==> src/hdl/hsc_consts.vh <==
// Purpose: Shared constants of the high-speed counter bank.
// Assumes: 10 MHz system clock.
// Notes:   Type, mode and timing codes used by the bank and its channels.
`ifndef HSC_CONSTS_VH
`define HSC_CONSTS_VH

// Counter types.
`define HSC_T_DIS    3'h0
`define HSC_T_FREQ   3'h1
`define HSC_T_TOT    3'h2
`define HSC_T_PULSE  3'h3
`define HSC_T_QUAD   3'h4
`define HSC_T_MARK   3'h5

// Frequency gate modes.
`define HSC_M_G1S    4'h0
`define HSC_M_G100MS 4'h1
`define HSC_M_G10MS  4'h2
`define HSC_M_GSCAN  4'h3

// Totalize modes.
`define HSC_M_RISE   4'h0
`define HSC_M_FALL   4'h1

// Pulse modes.
`define HSC_M_WHIGH  4'h0
`define HSC_M_WLOW   4'h1
`define HSC_M_PRISE  4'h2
`define HSC_M_PFALL  4'h3

// Quadrature modes.
`define HSC_M_QUP    4'h0
`define HSC_M_QDOWN  4'h1

// Marker modes.
`define HSC_M_ARISE  4'h0
`define HSC_M_AFALL  4'h1
`define HSC_M_ABOTH  4'h2
`define HSC_M_H1R    4'h3
`define HSC_M_L1R    4'h4
`define HSC_M_H1F    4'h5
`define HSC_M_L1F    4'h6
`define HSC_M_H2R    4'h7
`define HSC_M_L2R    4'h8
`define HSC_M_H2F    4'h9
`define HSC_M_L2F    4'ha

// Timing.
`define HSC_CLK_NS   32'h64
`define HSC_US_NS    32'h3e8
`define HSC_G10MS_NS 32'h989680
`define HSC_DECADE   4'h9
`define HSC_SCALE_1S    32'h1
`define HSC_SCALE_100MS 32'ha
`define HSC_SCALE_10MS  32'h64

// Channel roles.
`define HSC_QUAD_CH  0
`define HSC_MARK_CH  2

`endif

==> src/hdl/hsc_chan.v <==
// Purpose: One counter channel: frequency, totalize and pulse measurement.
// Assumes: Input level already polarity corrected and registered.
// Notes:   Quadrature and marker handling live in the bank.
`timescale 1ns/1ps
`include "hsc_consts.vh"

module hsc_chan (
  // Clock and reset
  input  wire        sys_clk,
  input  wire        reset_n,
  // Input level and time bases
  input  wire        lvl,
  input  wire        lvl_prev,
  input  wire        us_tick,
  input  wire        tick_10ms,
  input  wire        tick_100ms,
  input  wire        tick_1s,
  input  wire        scan_tick,
  // Configuration
  input  wire [2:0]  type_sel,
  input  wire [3:0]  mode_sel,
  input  wire [31:0] cpr,
  // Result
  output reg  [31:0] value_reg
);

  reg  [31:0] acc_reg;
  reg         gate;
  reg  [31:0] scale;
  reg         meas_on;
  reg         end_evt;
  wire        rise = lvl & ~lvl_prev;
  wire        fall = ~lvl & lvl_prev;
  wire [31:0] acc_inc = acc_reg + {31'h0, rise};
  wire [31:0] freq_val = acc_inc * scale;
  wire        tot_evt = (mode_sel == `HSC_M_RISE) ? rise : fall;
  wire [31:0] tot_inc = value_reg + 32'h1;

  always @* begin
    gate  = scan_tick;
    scale = `HSC_SCALE_1S;
    case (mode_sel)
      `HSC_M_G1S: begin
        gate  = tick_1s;
        scale = `HSC_SCALE_1S;
      end
      `HSC_M_G100MS: begin
        gate  = tick_100ms;
        scale = `HSC_SCALE_100MS;
      end
      `HSC_M_G10MS: begin
        gate  = tick_10ms;
        scale = `HSC_SCALE_10MS;
      end
      default: begin
        gate  = scan_tick;
        scale = `HSC_SCALE_1S;
      end
    endcase
  end

  always @* begin
    meas_on = 1'b1;
    end_evt = rise;
    case (mode_sel)
      `HSC_M_WHIGH: begin
        meas_on = lvl;
        end_evt = fall;
      end
      `HSC_M_WLOW: begin
        meas_on = ~lvl;
        end_evt = rise;
      end
      `HSC_M_PFALL: begin
        meas_on = 1'b1;
        end_evt = fall;
      end
      default: begin
        meas_on = 1'b1;
        end_evt = rise;
      end
    endcase
  end

  always @(posedge sys_clk) begin
    if (!reset_n) begin
      value_reg <= 32'h0;
      acc_reg   <= 32'h0;
    end else begin
      case (type_sel)
        `HSC_T_FREQ: begin
          if (gate) begin
            value_reg <= freq_val;
            acc_reg   <= 32'h0;
          end else begin
            acc_reg <= acc_inc;
          end
        end
        `HSC_T_TOT: begin
          acc_reg <= 32'h0;
          if (tot_evt) begin
            if ((cpr != 32'h0) && (tot_inc >= cpr)) begin
              value_reg <= 32'h0;
            end else begin
              value_reg <= tot_inc;
            end
          end
        end
        `HSC_T_PULSE: begin
          if (end_evt) begin
            value_reg <= acc_reg;
            // A tick on the closing cycle opens the next interval, so periods lose no count.
            acc_reg   <= {31'h0, meas_on & us_tick};
          end else if (meas_on && us_tick) begin
            acc_reg <= acc_reg + 32'h1;
          end
        end
        default: begin
          value_reg <= 32'h0;
          acc_reg   <= 32'h0;
        end
      endcase
    end
  end

endmodule // hsc_chan

==> src/hdl/hsc_bank.v <==
// Purpose: Bank of four high-speed counters on the discrete inputs.
// Assumes: Inputs synchronous to sys_clk; scan_tick pulses once per program scan.
// Notes:   Counter 1 in quadrature uses inputs 1 and 2; input 3 may act as marker.
`timescale 1ns/1ps
`include "hsc_consts.vh"

// Operation
// - Four independent counters, each with own type, mode and counts-per-rev.
// - Inputs selectable active high or active low; levels interpreted accordingly.
// - Six types: disabled, frequency, totalize, pulse, quadrature, marker.
// - Disabled counter input appears as a plain discrete image bit.
// - Frequency gate is 1 s, 100 ms, 10 ms or one scan.
// - Pulse measures high width, low width or period, in microseconds.
// - Marker only on counter 3 while counter 1 is quadrature.
// - Marker resets quadrature on its edge or a phase edge qualified by level.
// - Counts-per-rev used by totalize and quadrature only.
module hsc_bank #(
  parameter GATE_10MS_CYC = `HSC_G10MS_NS / `HSC_CLK_NS
) (
  // Clock and reset
  input  wire         sys_clk,
  input  wire         reset_n,
  // Discrete inputs
  input  wire [3:0]   hsc_in,
  input  wire         input_active_low,
  input  wire         scan_tick,
  // Configuration, four fields per bus, counter 1 in the low bits
  input  wire [11:0]  type_sel,
  input  wire [15:0]  mode_sel,
  input  wire [127:0] counts_per_rev,
  // Results
  output reg  [127:0] high_speed_counter,
  output reg  [3:0]   discrete_input_image_bit
);

  localparam US_CYC = `HSC_US_NS / `HSC_CLK_NS;

  reg  [3:0]   lvl_reg;
  reg  [3:0]   lvl_prev_reg;
  reg  [31:0]  us_cnt_reg;
  reg  [31:0]  g10_cnt_reg;
  reg  [3:0]   dec100_reg;
  reg  [3:0]   dec1s_reg;
  reg          us_tick_reg;
  reg          t10_reg;
  reg          t100_reg;
  reg          t1s_reg;
  reg  [31:0]  quad_reg;
  reg  [31:0]  quad_next;
  reg          mark_hit;
  wire [127:0] chan_val;

  // Phase and marker views of the corrected inputs.
  wire         p1      = lvl_reg[0];
  wire         p2      = lvl_reg[1];
  wire         p1_prev = lvl_prev_reg[0];
  wire         p2_prev = lvl_prev_reg[1];
  wire         mk      = lvl_reg[`HSC_MARK_CH];
  wire         mk_prev = lvl_prev_reg[`HSC_MARK_CH];
  wire         p1_r    = p1 & ~p1_prev;
  wire         p1_f    = ~p1 & p1_prev;
  wire         p2_r    = p2 & ~p2_prev;
  wire         p2_f    = ~p2 & p2_prev;
  wire         mk_r    = mk & ~mk_prev;
  wire         mk_f    = ~mk & mk_prev;

  wire [2:0]   q_type  = type_sel[2:0];
  wire [3:0]   q_mode  = mode_sel[3:0];
  wire [31:0]  q_cpr   = counts_per_rev[31:0];
  wire [2:0]   m_type  = type_sel[3*`HSC_MARK_CH +: 3];
  wire [3:0]   m_mode  = mode_sel[4*`HSC_MARK_CH +: 4];
  wire         quad_on = (q_type == `HSC_T_QUAD);
  wire         mark_on = quad_on && (m_type == `HSC_T_MARK);

  // A step occurs on any single phase transition; lead decides direction.
  wire         q_step  = p1 ^ p1_prev ^ p2 ^ p2_prev;
  wire         q_lead1 = ~(p1_prev ^ p2);
  wire         q_up    = q_lead1 ^ (q_mode == `HSC_M_QDOWN);
  wire [31:0]  q_inc   = quad_reg + 32'h1;

  // Input polarity and edge history.
  always @(posedge sys_clk) begin
    if (!reset_n) begin
      lvl_reg      <= 4'h0;
      lvl_prev_reg <= 4'h0;
    end else begin
      lvl_reg      <= hsc_in ^ {4{input_active_low}};
      lvl_prev_reg <= lvl_reg;
    end
  end

  // Microsecond tick and the decade gate chain.
  always @(posedge sys_clk) begin
    if (!reset_n) begin
      us_cnt_reg  <= 32'h0;
      g10_cnt_reg <= 32'h0;
      dec100_reg  <= 4'h0;
      dec1s_reg   <= 4'h0;
      us_tick_reg <= 1'b0;
      t10_reg     <= 1'b0;
      t100_reg    <= 1'b0;
      t1s_reg     <= 1'b0;
    end else begin
      us_tick_reg <= 1'b0;
      t10_reg     <= 1'b0;
      t100_reg    <= 1'b0;
      t1s_reg     <= 1'b0;
      if (us_cnt_reg == US_CYC - 1) begin
        us_cnt_reg  <= 32'h0;
        us_tick_reg <= 1'b1;
      end else begin
        us_cnt_reg <= us_cnt_reg + 32'h1;
      end
      if (g10_cnt_reg == GATE_10MS_CYC - 1) begin
        g10_cnt_reg <= 32'h0;
        t10_reg     <= 1'b1;
        if (dec100_reg == `HSC_DECADE) begin
          dec100_reg <= 4'h0;
          t100_reg   <= 1'b1;
          if (dec1s_reg == `HSC_DECADE) begin
            dec1s_reg <= 4'h0;
            t1s_reg   <= 1'b1;
          end else begin
            dec1s_reg <= dec1s_reg + 4'h1;
          end
        end else begin
          dec100_reg <= dec100_reg + 4'h1;
        end
      end else begin
        g10_cnt_reg <= g10_cnt_reg + 32'h1;
      end
    end
  end

  // Marker reset event.
  always @* begin
    mark_hit = 1'b0;
    case (m_mode)
      `HSC_M_ARISE: mark_hit = mk_r;
      `HSC_M_AFALL: mark_hit = mk_f;
      `HSC_M_ABOTH: mark_hit = mk_r | mk_f;
      `HSC_M_H1R:   mark_hit = mk & p1_r;
      `HSC_M_L1R:   mark_hit = ~mk & p1_r;
      `HSC_M_H1F:   mark_hit = mk & p1_f;
      `HSC_M_L1F:   mark_hit = ~mk & p1_f;
      `HSC_M_H2R:   mark_hit = mk & p2_r;
      `HSC_M_L2R:   mark_hit = ~mk & p2_r;
      `HSC_M_H2F:   mark_hit = mk & p2_f;
      `HSC_M_L2F:   mark_hit = ~mk & p2_f;
      default:      mark_hit = 1'b0;
    endcase
  end

  // Quadrature count with optional wrap at counts-per-rev.
  always @* begin
    quad_next = quad_reg;
    if (!quad_on) begin
      quad_next = 32'h0;
    end else if (mark_on && mark_hit) begin
      quad_next = 32'h0;
    end else if (q_step) begin
      if (q_up) begin
        if ((q_cpr != 32'h0) && (q_inc >= q_cpr)) begin
          quad_next = 32'h0;
        end else begin
          quad_next = q_inc;
        end
      end else if (quad_reg == 32'h0) begin
        quad_next = (q_cpr != 32'h0) ? q_cpr - 32'h1 : 32'hffffffff;
      end else begin
        quad_next = quad_reg - 32'h1;
      end
    end
  end

  always @(posedge sys_clk) begin
    if (!reset_n) begin
      quad_reg <= 32'h0;
    end else begin
      quad_reg <= quad_next;
    end
  end

  // One channel per counter; each keeps its own configuration.
  genvar i;
  generate
    for (i = 0; i < 4; i = i + 1) begin : g_chan
      hsc_chan u_chan (
        .sys_clk    (sys_clk),
        .reset_n    (reset_n),
        .lvl        (lvl_reg[i]),
        .lvl_prev   (lvl_prev_reg[i]),
        .us_tick    (us_tick_reg),
        .tick_10ms  (t10_reg),
        .tick_100ms (t100_reg),
        .tick_1s    (t1s_reg),
        .scan_tick  (scan_tick),
        .type_sel   (type_sel[3*i +: 3]),
        .mode_sel   (mode_sel[4*i +: 4]),
        .cpr        (counts_per_rev[32*i +: 32]),
        .value_reg  (chan_val[32*i +: 32])
      );

      always @(posedge sys_clk) begin
        if (!reset_n) begin
          high_speed_counter[32*i +: 32] <= 32'h0;
          discrete_input_image_bit[i]    <= 1'b0;
        end else begin
          if ((i == `HSC_QUAD_CH) && quad_on) begin
            high_speed_counter[32*i +: 32] <= quad_reg;
          end else begin
            high_speed_counter[32*i +: 32] <= chan_val[32*i +: 32];
          end
          discrete_input_image_bit[i] <= (type_sel[3*i +: 3] == `HSC_T_DIS) & lvl_reg[i];
        end
      end
    end
  endgenerate

endmodule // hsc_bank

==> config.mk <==
export PLATFORM = sky130hd
export DESIGN_NAME = hsc_bank
export DESIGN_NICKNAME = d
export VERILOG_FILES = /design/src/hdl/hsc_chan.v /design/src/hdl/hsc_bank.v
export VERILOG_INCLUDE_DIRS = /design/src /design/src/hdl
export SDC_FILE = /design/constraint.sdc
export NUM_CORES = 2
export LEC_CHECK = 0
export BUFFER_PORTS_ARGS = -buffer_cell sky130_fd_sc_hd__buf_4
export CORE_MARGIN = 5
export CORE_UTILIZATION = 60
export DETAILED_ROUTE_END_ITERATION = 10
export PLACE_DENSITY_LB_ADDON = 0.08
export SYNTH_ARGS = -nofsm -noshare
export SYNTH_HDL_FRONTEND = slang
export SYNTH_HIERARCHICAL = 1
export SYNTH_SLANG_ARGS = --single-unit
==> constraint.sdc <==
create_clock -name sys_clk -period 20 [get_ports sys_clk]
set_input_delay 1 -clock sys_clk [delete_from_list [all_inputs] [get_ports sys_clk]]
set_output_delay 1 -clock sys_clk [all_outputs]
set_load 0.05 [all_outputs]
==> flow_summary.yaml <==
outcome:
  outcome: "completed"
floorplanning:
  ios: 296
  dieArea_um2: 101900
  fp.dieW_um: 319.1
  coreArea_um2: 94870
  num_rows: 113
  initial_core_util: 0.6044
  die_y_um: 319.1
drt:
  drc_errors: 0
  drtIter0Drc: 5820
  wirelength_um: 182600
  vias: 53775
  wl_per_cell_um: 20.92
  first_pass_iters: 7
  vias_per_cell: 6.160
  ant_nets: 0
setup_path:
  r2r_cells: 27
  start_kind: "flop"
  r2r-start: "lvl_reg[1]"
  crit_type: "reg -> reg"
  crit_fanout: 10
  ff2ff_setup_slack_ns: 11.92
  critPathArrivalTime_ns: 8.67
  end_kind: "flop"
  cp_data_required_time_ns: 20.59
  r2r-end: "g_chan[1].u_chan/value_reg[24]"
synth:
  synth_edf_count: 0
  synthArstFlopShare: 0
  ys_seq_area_frac: 0.1760
  ys.flop_type: "dfxtp_1"
  synth_most_common_cell: "inv_1"
  ys_ff_latch: 504
  ys_warn_count: 6
  yosys.area.top_type: "dfxtp_1"
  synth_top_area_frac: 0.1760
  synthCells: 7405
  synthesis.nets: 8381
  synth.distinct_cells: 125
  avgSynthCellArea_um2: 7.744
  synth_common_cells: "878 x inv_1, 647 x nand2_1, 636 x nor2_1, 504 x dfxtp_1, 436 x ha_1"
  synthTopCellsByArea: "dfxtp_1 18%, fa_1 13%, ha_1 9.5%, xnor2_1 6.2%, inv_1 5.7%"
  synth_area_um2: 57340
clock_network:
  ctsHtreeMaxLevel: 2
  cts-root-buf: "clkbuf_16"
  clk_latency_ns: 0.68
  cts_buffers: 60
  clock_sinks: 504
  path_clk_slew_ns: 0.07
  cts_tree: "built"
  cts_buffer_depth: 3
  ctsHoldBuffers: 0
  post_cts_buffers: 0
  ctsResizeCount: 0
finish:
  syn_to_final_growth_pct: 8.045
  drive_gt1_frac: 0.08017
  final_nets: 8384
  fillCellCount: 8427
sta:
  setup-tns-final_ns: 0
  finalSetupViolations: 0
  hold_violations: 0
  finalCritPeriodShare: 0.4039
  clock_skew_ns: 0.02891
  slew_violations: 0
  worst_pin_slew_ns: 1.296
  rsz0062_at_grt: "no"
  slew_headroom: 0.1137
  min_period_ns: 8.078
  fmax_mhz: 123.8
min_path:
  worst_hold_startpoint: "g_chan[2].u_chan/value_reg[24]"
  hold_depth: 1
  hp-class: "reg -> reg"
  min_to: "high_speed_counter[88]"
global_route:
  grt_max_degree: 83
  antenna_found_initial: 12
  grtUsageTotal: 0.3450
  grt-ovfl-total: 0
  grt_pass1_wl_um: 288800
  grt_pass1_vias: 52039
pwr:
  power_mw: 2.567
  power_density_nw_per_um2: 41.43
  vdd_drop_max_uv: 68.90
  p_leak_nw: 27.95
place:
  finalWeightedCongestion: 0.9822
  dp_hpwl_um: 142700
  io_buffer_count: 295
job:
  cap_violations: 0
## final cells by class
type,count,area (µm²),area share
Multi-Input combinational cell,5592,42100,0.6795
Sequential cell,504,10090,0.1629
Inverter,881,3307,0.05338
Timing Repair Buffer,369,2774,0.04477
Clock buffer,88,1778,0.02870
Tap cell,1265,1583,0.02555
Clock inverter,25,310.3,0.005008
Antenna cell,5,12.51,0.0002020
## placed cells by master (no fill, tap or decap), types with 19 or more instances in the layout
cell,netlist,routed
a211oi_1,52,52
a21boi_0,31,31
a21o_1,133,133
a21oi_1,416,415
a221oi_1,49,49
a222oi_1,51,51
a22oi_1,82,82
a31oi_1,58,58
and2_1,195,195
and3_1,68,68
and4_1,31,31
buf_4,15,368
clkbuf_16,0,61
dfxtp_1,504,504
fa_1,376,376
ha_1,436,436
inv_1,878,878
mux2i_1,22,22
nand2_1,647,647
nand2b_1,117,117
nand3_1,228,228
nand4_1,133,133
nor2_1,636,633
nor2b_1,78,77
nor3_1,165,164
nor4_1,81,79
o211ai_1,50,50
o21a_1,33,33
o21ai_0,302,302
o22ai_1,77,77
o31ai_1,24,24
or3_1,42,42
or4_1,19,19
xnor2_1,409,408
xor2_1,193,191
## worst max path at each step
stage | depth (start not counted) | from | end | slack (ns)
3_5_place_dp | 25 | lvl_reg[1] | g_chan[1].u_chan/value_reg[30] | 11.93
6_report | 27 | lvl_reg[1] | g_chan[1].u_chan/value_reg[24] | 11.92
2_1_floorplan | 26 | lvl_reg[0] | g_chan[0].u_chan/value_reg[27] | 13.46
3_3_place_gp | 25 | lvl_reg[1] | g_chan[1].u_chan/value_reg[24] | 12.08
5_1_grt | 27 | lvl_reg[1] | g_chan[1].u_chan/value_reg[24] | 11.33
4_1_cts | 27 | lvl_reg[1] | g_chan[1].u_chan/value_reg[30] | 11.94
## cell families after synthesis
kind of cell	count (synthesis)	synth area share
AO/OA/AOI/OAI	1557	0.1788
XOR/XNOR	608	0.09398
adder cells (fa/ha/maj)	812	0.2264
buffers and inverters	1309	0.09158
flip-flops	504	0.1760
multiplexers	25	0.004429
AND/OR/NAND/NOR	2590	0.2289
## critical path, stage by stage (launching register included)
cell	delay [ns]
dfxtp_1	0.59
nand2b_1	0.34
inv_1	0.13
ha_1	0.17
ha_1	0.32
nand3_4	0.17
nor2_1	0.32
nand2_1	0.24
nor2_1	0.27
xnor2_1	0.12
nor2_1	0.25
inv_1	0.10
fa_1	0.54
inv_1	0.05
fa_1	0.48
fa_1	0.56
inv_1	0.06
fa_1	0.53
inv_1	0.04
ha_1	0.38
a21o_1	0.19
a21oi_1	0.25
nor2_1	0.08
a2111oi_0	1.07
nor2_1	0.25
xor2_1	0.21
nand2_1	0.07
a211oi_1	0.22
## metrics by stage
step / instance area (µm²) / worst slack [ns] / hold WS [ns] / instances / utilization
final: 61960 / 11.92 / 0.4626 / 8729 / 0.6531
after global routing: 61940 / 11.33 / 0.4941 / 8724 / 0.6529
after CTS: 61940 / 11.94 / 0.4649 / 8724 / 0.6529
after detailed placement: 59850 / 11.93 / 0.4493 / 8611 / 0.6309
after global placement: 59850 / 12.08 / 0.4411 / 8611 / 0.6309
after floorplan: 57340 / 13.46 / 0.4264 / 7405 / -
## where the power goes
part | total, mW | switching (mW) | internal (mW) | leakage, nW
Combinational | 0.372 | 0.255 | 0.117 | 22.9
Sequential | 1.02 | 0.00807 | 1.01 | 4.06
Clock | 1.18 | 0.486 | 0.693 | 1.03
## metal layers
metal  track usage  routed length, µm  vias up
li1              -                  -    25367
met1        0.4705              76630    25274
met2        0.5401              79390     2661
met3       0.07540              18890      465
met4        0.1302               7611        8
met5             0                 49        -
(Power assumes the default switching activity.)
